### src/shared/fcr_pkg.sv
package fcr_pkg;

  localparam int CODE_W = 10;

  // Fault codes; all but CODE_RTC_BAD and CODE_CELL_LOW are reported in the status value.
  localparam logic [9:0] CODE_NONE     = 10'h000;
  localparam logic [9:0] CODE_IO_ACC   = 10'h021;
  localparam logic [9:0] CODE_SPEC_ACC = 10'h022;
  localparam logic [9:0] CODE_CPU_HALT = 10'h027;
  localparam logic [9:0] CODE_SCAN_WDT = 10'h028;
  localparam logic [9:0] CODE_OPER_RUN = 10'h029;
  localparam logic [9:0] CODE_STACK    = 10'h02a;
  localparam logic [9:0] CODE_BASE_DUP = 10'h02b;
  localparam logic [9:0] CODE_TMR_IDX  = 10'h02c;
  localparam logic [9:0] CODE_EXT_DEV  = 10'h032;
  localparam logic [9:0] CODE_TASK_OVF = 10'h037;
  localparam logic [9:0] CODE_ESTOP    = 10'h03c;
  localparam logic [9:0] CODE_OPER_ERR = 10'h03d;
  localparam logic [9:0] CODE_BACKUP   = 10'h1f4;
  localparam logic [9:0] CODE_RTC_BAD  = 10'h1f5;
  localparam logic [9:0] CODE_CELL_LOW = 10'h1f6;

  // Nonzero codes at or below this limit enter the history.
  localparam logic [9:0] HIST_LIMIT    = 10'h016;
  localparam int         HIST_DEPTH    = 8;

  // Bit positions of the fault vector, also its priority order (low wins).
  localparam int F_HALT  = 0;
  localparam int F_ESTOP = 1;
  localparam int F_WDT   = 2;
  localparam int F_STACK = 3;
  localparam int F_OPRUN = 4;
  localparam int F_BASE  = 5;
  localparam int F_BKUP  = 6;
  localparam int F_IO    = 7;
  localparam int F_SPEC  = 8;
  localparam int F_TMR   = 9;
  localparam int F_EXT   = 10;
  localparam int F_TASK  = 11;
  localparam int F_OPER  = 12;
  localparam int NFAULT  = 13;

  typedef enum logic [1:0] {
    ST_STOP  = 2'b00,
    ST_RUN   = 2'b01,
    ST_FAULT = 2'b10,
    ST_LOCK  = 2'b11
  } fcr_state_t;

endpackage : fcr_pkg

### src/rtl/fcr_history.sv
`timescale 1ns/1ps
// Small ring of recorded error codes readable by an external tool.
module fcr_history #(
  parameter int DEPTH = fcr_pkg::HIST_DEPTH
) (
  // Clock and reset
  input  wire logic                      clk_i,
  input  wire logic                      rst_n_i,
  // Write side
  input  wire logic                      wr_i,
  input  wire logic [fcr_pkg::CODE_W-1:0] code_i,
  // Read side
  input  wire logic [$clog2(DEPTH)-1:0]  rd_idx_i,
  output logic      [fcr_pkg::CODE_W-1:0] rd_code_o,
  output logic      [$clog2(DEPTH):0]    count_o
);

  logic [fcr_pkg::CODE_W-1:0] mem_q [DEPTH];
  logic [$clog2(DEPTH)-1:0]   wp_q;
  logic [$clog2(DEPTH):0]     cnt_q;

  always_ff @(posedge clk_i or negedge rst_n_i) begin
    if (!rst_n_i) begin
      wp_q  <= '0;
      cnt_q <= '0;
    end else if (wr_i) begin
      wp_q <= wp_q + 1'b1;
      if (cnt_q != DEPTH[$clog2(DEPTH):0]) begin
        cnt_q <= cnt_q + 1'b1;
      end
    end
  end

  always_ff @(posedge clk_i) begin
    if (wr_i) begin
      mem_q[wp_q] <= code_i;
    end
  end

  always_ff @(posedge clk_i or negedge rst_n_i) begin
    if (!rst_n_i) begin
      rd_code_o <= '0;
    end else begin
      rd_code_o <= mem_q[rd_idx_i];
    end
  end

  assign count_o = cnt_q;

endmodule : fcr_history

### src/rtl/fcr_top.sv
`timescale 1ns/1ps
module fcr_top #(
  parameter int STEP_W = 16,
  parameter int HDEPTH = fcr_pkg::HIST_DEPTH
) (
  // Clock and reset
  input  wire logic                        clk_i,
  input  wire logic                        rst_n_i,
  // Mode control
  input  wire logic                        run_req_i,
  input  wire logic                        restart_i,
  input  wire logic                        scan_end_i,
  input  wire logic                        prog_active_i,
  input  wire logic                        prog_reload_i,
  // Reaction selection, one bit per selectable fault (1 = continue)
  input  wire logic                        cont_io_i,
  input  wire logic                        cont_spec_i,
  input  wire logic                        cont_tmr_i,
  input  wire logic                        cont_ext_i,
  input  wire logic                        cont_task_i,
  input  wire logic                        cont_oper_i,
  // Fault conditions
  input  wire logic                        io_fail_i,
  input  wire logic                        spec_fail_i,
  input  wire logic                        cpu_halt_i,
  input  wire logic                        scan_wdt_i,
  input  wire logic                        oper_run_i,
  input  wire logic                        stack_bad_i,
  input  wire logic                        base_dup_i,
  input  wire logic                        tmr_idx_i,
  input  wire logic                        ext_fault_i,
  input  wire logic                        task_ovf_i,
  input  wire logic                        estop_i,
  input  wire logic                        oper_err_i,
  input  wire logic [STEP_W-1:0]           oper_step_i,
  input  wire logic                        backup_lost_i,
  input  wire logic                        rtc_bad_i,
  input  wire logic                        cell_low_i,
  // History access and other code source
  input  wire logic                        hist_wr_i,
  input  wire logic [fcr_pkg::CODE_W-1:0]  hist_code_i,
  input  wire logic [$clog2(HDEPTH)-1:0]   hist_idx_i,
  output logic      [fcr_pkg::CODE_W-1:0]  hist_code_o,
  output logic      [$clog2(HDEPTH):0]     hist_count_o,
  // Status and indicators
  output logic      [fcr_pkg::CODE_W-1:0]  err_code_o,
  output logic      [STEP_W-1:0]           err_step_o,
  output logic                             running_o,
  output logic                             run_led_o,
  output logic                             err_led_o,
  output logic                             cont_fault_led_o,
  output logic                             clock_warning_indicator_o,
  output logic                             cell_low_indicator_o
);

  fcr_pkg::fcr_state_t state_q;
  logic [fcr_pkg::NFAULT-1:0] flt;
  logic [fcr_pkg::NFAULT-1:0] cont_sel;
  logic [fcr_pkg::NFAULT-1:0] run_lit;
  logic                       any_flt;
  logic                       any_stop;
  logic                       rst_seen_q;
  logic [fcr_pkg::CODE_W-1:0] new_code;
  logic                       new_run_lit;
  logic                       hist_wr;
  logic [fcr_pkg::CODE_W-1:0] hist_wcode;

  function automatic logic [fcr_pkg::CODE_W-1:0] code_of(input int idx);
    unique case (idx)
      fcr_pkg::F_HALT:  code_of = fcr_pkg::CODE_CPU_HALT;
      fcr_pkg::F_ESTOP: code_of = fcr_pkg::CODE_ESTOP;
      fcr_pkg::F_WDT:   code_of = fcr_pkg::CODE_SCAN_WDT;
      fcr_pkg::F_STACK: code_of = fcr_pkg::CODE_STACK;
      fcr_pkg::F_OPRUN: code_of = fcr_pkg::CODE_OPER_RUN;
      fcr_pkg::F_BASE:  code_of = fcr_pkg::CODE_BASE_DUP;
      fcr_pkg::F_BKUP:  code_of = fcr_pkg::CODE_BACKUP;
      fcr_pkg::F_IO:    code_of = fcr_pkg::CODE_IO_ACC;
      fcr_pkg::F_SPEC:  code_of = fcr_pkg::CODE_SPEC_ACC;
      fcr_pkg::F_TMR:   code_of = fcr_pkg::CODE_TMR_IDX;
      fcr_pkg::F_EXT:   code_of = fcr_pkg::CODE_EXT_DEV;
      fcr_pkg::F_TASK:  code_of = fcr_pkg::CODE_TASK_OVF;
      default:          code_of = fcr_pkg::CODE_OPER_ERR;
    endcase
  endfunction : code_of

  wire in_run = (state_q == fcr_pkg::ST_RUN);
  wire to_run = (state_q == fcr_pkg::ST_STOP) && run_req_i;

  // Each fault is qualified by its own diagnostic point.
  always_comb begin
    flt = '0;
    flt[fcr_pkg::F_HALT]  = cpu_halt_i && state_q != fcr_pkg::ST_LOCK;
    flt[fcr_pkg::F_ESTOP] = estop_i && in_run && prog_active_i;
    flt[fcr_pkg::F_WDT]   = scan_wdt_i && in_run;
    flt[fcr_pkg::F_STACK] = stack_bad_i && in_run && prog_active_i;
    flt[fcr_pkg::F_OPRUN] = oper_run_i && in_run && prog_active_i;
    flt[fcr_pkg::F_BASE]  = base_dup_i && (to_run || !rst_seen_q);
    flt[fcr_pkg::F_BKUP]  = backup_lost_i && !rst_seen_q;
    flt[fcr_pkg::F_IO]    = io_fail_i && in_run && scan_end_i;
    flt[fcr_pkg::F_SPEC]  = spec_fail_i && in_run && scan_end_i;
    flt[fcr_pkg::F_TMR]   = tmr_idx_i && in_run && scan_end_i;
    flt[fcr_pkg::F_EXT]   = ext_fault_i && in_run && scan_end_i;
    flt[fcr_pkg::F_TASK]  = task_ovf_i && in_run && prog_active_i;
    flt[fcr_pkg::F_OPER]  = oper_err_i && in_run && prog_active_i;
  end

  always_comb begin
    cont_sel = '0;
    cont_sel[fcr_pkg::F_IO]   = cont_io_i;
    cont_sel[fcr_pkg::F_SPEC] = cont_spec_i;
    cont_sel[fcr_pkg::F_TMR]  = cont_tmr_i;
    cont_sel[fcr_pkg::F_EXT]  = cont_ext_i;
    cont_sel[fcr_pkg::F_TASK] = cont_task_i;
    cont_sel[fcr_pkg::F_OPER] = cont_oper_i;
    run_lit = '0;
    run_lit[fcr_pkg::F_HALT]  = 1'b1;
    run_lit[fcr_pkg::F_ESTOP] = 1'b1;
    run_lit[fcr_pkg::F_WDT]   = 1'b1;
    run_lit[fcr_pkg::F_STACK] = 1'b1;
    run_lit[fcr_pkg::F_OPRUN] = 1'b1;
    run_lit[fcr_pkg::F_TMR]   = 1'b1;
  end

  assign any_flt  = |flt;
  assign any_stop = |(flt & ~cont_sel);

  // Lowest index of the active faults decides the reported code.
  always_comb begin
    new_code    = fcr_pkg::CODE_NONE;
    new_run_lit = 1'b0;
    for (int i = fcr_pkg::NFAULT - 1; i >= 0; i--) begin
      if (flt[i]) begin
        new_code    = code_of(i);
        new_run_lit = run_lit[i];
      end
    end
  end

  always_ff @(posedge clk_i or negedge rst_n_i) begin
    if (!rst_n_i) begin
      rst_seen_q <= 1'b0;
    end else begin
      rst_seen_q <= 1'b1;
    end
  end

  always_ff @(posedge clk_i or negedge rst_n_i) begin
    if (!rst_n_i) begin
      state_q <= fcr_pkg::ST_STOP;
    end else begin
      unique case (state_q)
        fcr_pkg::ST_STOP: begin
          if (flt[fcr_pkg::F_HALT] || flt[fcr_pkg::F_BASE] || flt[fcr_pkg::F_BKUP]) begin
            state_q <= fcr_pkg::ST_FAULT;
          end else if (run_req_i) begin
            state_q <= fcr_pkg::ST_RUN;
          end
        end
        fcr_pkg::ST_RUN: begin
          if (flt[fcr_pkg::F_ESTOP]) begin
            state_q <= fcr_pkg::ST_LOCK;
          end else if (any_stop) begin
            state_q <= fcr_pkg::ST_FAULT;
          end else if (!run_req_i) begin
            state_q <= fcr_pkg::ST_STOP;
          end
        end
        fcr_pkg::ST_FAULT: begin
          if (restart_i && !any_flt &&
              !(err_code_o == fcr_pkg::CODE_OPER_RUN && !prog_reload_i)) begin
            state_q <= fcr_pkg::ST_STOP;
          end
        end
        fcr_pkg::ST_LOCK: begin
          state_q <= fcr_pkg::ST_LOCK;
        end
      endcase
    end
  end

  // Latest code and indicators; a new fault wins over a same-cycle restart.
  always_ff @(posedge clk_i or negedge rst_n_i) begin
    if (!rst_n_i) begin
      err_code_o       <= fcr_pkg::CODE_NONE;
      run_led_o        <= 1'b0;
      err_led_o        <= 1'b0;
      cont_fault_led_o <= 1'b0;
    end else if (any_flt) begin
      err_code_o       <= new_code;
      run_led_o        <= new_run_lit;
      err_led_o        <= 1'b1;
      cont_fault_led_o <= !any_stop || cont_fault_led_o;
    end else if (restart_i && state_q != fcr_pkg::ST_LOCK &&
                 !(state_q == fcr_pkg::ST_FAULT && err_code_o == fcr_pkg::CODE_OPER_RUN
                   && !prog_reload_i)) begin
      err_code_o       <= fcr_pkg::CODE_NONE;
      run_led_o        <= 1'b0;
      err_led_o        <= 1'b0;
      cont_fault_led_o <= 1'b0;
    end
  end

  always_ff @(posedge clk_i or negedge rst_n_i) begin
    if (!rst_n_i) begin
      err_step_o <= '0;
    end else if (flt[fcr_pkg::F_OPER] && cont_oper_i) begin
      err_step_o <= oper_step_i;
    end
  end

  always_ff @(posedge clk_i or negedge rst_n_i) begin
    if (!rst_n_i) begin
      running_o                 <= 1'b0;
      clock_warning_indicator_o <= 1'b0;
      cell_low_indicator_o      <= 1'b0;
    end else begin
      running_o                 <= (state_q == fcr_pkg::ST_RUN);
      clock_warning_indicator_o <= rtc_bad_i;
      cell_low_indicator_o      <= cell_low_i;
    end
  end

  assign hist_wr    = hist_wr_i && hist_code_i != fcr_pkg::CODE_NONE &&
                      hist_code_i <= fcr_pkg::HIST_LIMIT;
  assign hist_wcode = hist_code_i;

  fcr_history #(
    .DEPTH (HDEPTH)
  ) u_hist (
    .clk_i     (clk_i),
    .rst_n_i   (rst_n_i),
    .wr_i      (hist_wr),
    .code_i    (hist_wcode),
    .rd_idx_i  (hist_idx_i),
    .rd_code_o (hist_code_o),
    .count_o   (hist_count_o)
  );
endmodule : fcr_top

### config.mk
export PLATFORM = sky130hd
export DESIGN_NAME = fcr_top
export DESIGN_NICKNAME = d
export VERILOG_FILES = /design/src/shared/fcr_pkg.sv /design/src/rtl/fcr_history.sv /design/src/rtl/fcr_top.sv
export SDC_FILE = /design/constraint.sdc
export NUM_CORES = 1
export LEC_CHECK = 0
export BUFFER_PORTS_ARGS = -buffer_cell sky130_fd_sc_hd__buf_2
export CAP_MARGIN = 15
export CORE_MARGIN = 10
export CORE_UTILIZATION = 45
export CTS_CLUSTER_DIAMETER = 200
export DETAILED_ROUTE_END_ITERATION = 7
export HOLD_SLACK_MARGIN = 0.1
export PLACE_DENSITY = 0.67
export SLEW_MARGIN = 20
export SYNTH_ARGS = -nofsm -noshare
export SYNTH_HDL_FRONTEND = slang
export SYNTH_SLANG_ARGS = --single-unit
### constraint.sdc
create_clock -name clk_i -period 4.55 [get_ports clk_i]
set_input_delay 0.455 -clock clk_i [delete_from_list [all_inputs] [get_ports clk_i]]
set_output_delay 0.455 -clock clk_i [all_outputs]
set_load 0.02 [all_outputs]
==> out/qor.yml <==
cells_and_area:
  fill_cells: 927
  syn2layout_area_growth_pct: 24.0
  final_util: 0.573
  drive_above_1_share: 0.447
  diodes: 0
  final_nets: 498
die:
  pin_count: 104
  rows: 39
  start_util: 0.462
  die_y_um: 129
  die_area_sq_um: 16600
  core_area_sq_um: 11500
  die_w_um: 129
synth:
  synth_top_area_cell: "edfxtp_1"
  synthXorXnorAreaFrac: 0.00659
  synth_seq_cells: 129
  synth_top_cells_by_area: "edfxtp_1, dfrtp_1, mux4_2"
  yosys.area_share.simple: 0.0684
  yosysTopAreaCellShare: 0.452
  ys.warnings.count: 0
  synth_fa_ha_area_frac: 0.00706
  syn_inst: 321
  ys_types: 60
  syn_avg_cell_area_sq_um: 16.6
  synth_compound_gate_area_share: 0.0701
  synth-edff-count: 80
  yosysSeqAreaShare: 0.682
  syn_area_sq_um: 5320
  synth_ff_type: "edfxtp_1"
  async_flop_share: 0.380
  synth.area.mux_share: 0.146
  synth_top_family_by_area: "multiplexers"
  synth_nets: 382
power_and_ir_drop:
  ir_drop_mv: 0.335
  p_leak_nw: 2.67
  p_per_area_nw_per_um2: 494
timing:
  worstMarginPinSlew_ns: 1.03
  finalSetupTns_ns: 0
  period_share: 0.574
  maxSlewHeadroom: 0.309
  hold_violations: 0
  skew_ns: 0.00749
  max_freq_mhz: 383
  setup_viol_count_final: 0
  period_minus_slack_ns: 2.61
  drv_slew: 0
  rsz0062_at_grt: "false"
hold_path:
  hold_path.class: "primary input to async pin"
flow_run:
  maxCapViolCount: 0
status:
  status: "finished clean"
clocking:
  cts_tree: "yes"
  hold_buffers: 0
  post_cts_buffers: 0
  cts_sinks: 129
  cts_buffers: 17
  cts-root-buf: "clkbuf_16"
  insertion_delay_ns: 0.40
  cts-resized-gates: 0
  clockBufferDepth: 2
  clk_pin_slew_ns: 0.06
  ctsHtreeMaxLevel: 4
worst_setup_path:
  cp_max_fo: 10
  slowest_stage: "nor2_1"
  r2r_start: "state_q[1]"
  worst-endpoint-required_ns: 4.57
  startpoint: "hist_code_i[5]"
  critPathMaxStageDelay_ns: 0.83
  cp_cell_sequence: "buf_2, nor4_1, nand3b_1, a221oi_2, nand2_1, nor2_1"
  crit_type: "primary input to flip-flop"
  reg2reg_depth: 5
  crit_path_start_kind: "primary input"
  critPathArrivalTime_ns: 2.63
  critical_path.endpoint_type: "flip-flop"
grt:
  grt_pass1_wl_um: 18200
  grt_busiest_layer: "met2"
  grt_usage: 0.142
  grtUsageMet1: 0.171
  grt_pass1_vias: 3413
  grt_max_degree: 50
  grt_overflow_total: 0
  grt_use_met2: 0.238
  antenna_found_initial: 1
  grt_util_met3: 0.0460
drt:
  vias: 3193
  post-route-drc-count: 0
  vias_per_cell: 5.38
  post_drt_wl_per_cell_um: 19.4
  ant_nets: 0
  first_pass_iters: 4
  drt_iter0_markers: 311
  routed_wl_um: 11500
placement:
  gp_congestion: 0.877
  hpwl_um: 8140
  io_buffers: 102
-- cell type report --
cell class / instances / area [sq um] / share of cell area
Tap cell: 143 / 179 / 0.0271
Timing Repair Buffer: 111 / 578 / 0.0876
Multi-Input combinational cell: 171 / 1590 / 0.242
Clock inverter: 15 / 166 / 0.0252
Inverter: 7 / 26.3 / 0.00398
Clock buffer: 17 / 425 / 0.0645
Sequential cell: 129 / 3630 / 0.550
-- layout by cell type (no fill, tap or decap), types with 6 or more instances in the layout --
master       n
inv_1        6
buf_4        9
dfrtp_1     49
nor2_1      11
edfxtp_1    80
clkbuf_16   17
buf_2      102
nand2b_1     7
mux4_2      20
nor3_1       6
o21ai_0      7
mux2_2      29
nand2_1     16
-- registers in the layout (all words and copies together), names as in the netlist --
| name | flops |
|---|---|
| u_hist.mem_q | 80 |
| err_step_o | 16 |
| u_hist.rd_code_o | 10 |
| err_code_o | 7 |
| u_hist.count_o | 4 |
| u_hist.wp_q | 3 |
| state_q | 2 |
| cell_low_indicator_o | 1 |
| clock_warning_indicator_o | 1 |
| cont_fault_led_o | 1 |
| err_led_o | 1 |
| rst_seen_q | 1 |
| run_led_o | 1 |
| running_o | 1 |
-- report_power, final --
group          internal [mW]  leakage (nW)  switching, mW  total, mW
Clock                  0.856         0.283          0.481       1.34
Combinational          0.211          1.05          0.290      0.501
Sequential              1.34          1.33         0.0758       1.42
Total                   2.41          2.67          0.847       3.26
-- synthesized netlist by cell type, drive strengths merged (3+ instances only) --
| library cell | number |
|---|---|
| a21o | 4 |
| a21oi | 5 |
| a31oi | 3 |
| buf | 11 |
| clkbuf | 3 |
| dfrtp | 49 |
| edfxtp | 80 |
| ha | 3 |
| inv | 6 |
| mux2 | 29 |
| mux4 | 20 |
| nand2 | 16 |
| nand2b | 7 |
| nand3 | 5 |
| nor2 | 11 |
| nor2b | 3 |
| nor3 | 6 |
| nor3b | 4 |
| o21a | 3 |
| o21ai | 8 |
| xnor2 | 3 |
-- stage by stage --
step / power [mW] / area (sq um) / hold slack (ns) / setup WS, ns / cells
2_1_floorplan: 1.76 / 5320 / 0.159 / 1.91 / 321
3_3_place_gp: 1.94 / 6010 / 0.464 / 1.59 / 561
3_5_place_dp: 1.95 / 6010 / 0.473 / 1.46 / 561
4_1_cts: 3.30 / 6600 / 0.136 / 1.90 / 593
5_1_grt: 3.41 / 6600 / 0.136 / 1.74 / 593
6_report: 3.26 / 6600 / 0.156 / 1.94 / 593
-- worst max-delay path, delay by kind of cell --
| family | cells | cell delay (ns) |
|---|---|---|
| simple gates | 4 | 1.49 |
| buf+inv | 1 | 0.16 |
| compound gates | 1 | 0.52 |
-- path summary, 6_finish.rpt --
kind | end | slack [ns]
max in group asynchronous | u_hist.count_o[3] | 3.93
max reg2reg | err_code_o[3] | 2.41
min in group clk_i | clock_warning_indicator_o | 0.16
min | u_hist.rd_code_o[9] | 0.16
max | u_hist.mem_q[7][0] | 1.94
min reg2reg | err_led_o | 0.48
-- kinds of logic after synthesis --
family / after synthesis
AO/OA/AOI/OAI: 48
XOR/XNOR: 4
adder cells (fa/ha/maj): 3
buffers and inverters: 21
flip-flops: 129
multiplexers: 49
other: 2
AND/OR/NAND/NOR: 65
-- metal layers --
metal | part of all wire | wire, um
met4 | 0.0053 | 61
met2 | 0.53 | 6070
met3 | 0.053 | 616
met1 | 0.41 | 4770
met5 | 0 | 0
Note: power is estimated with default switching activity, not from simulation.
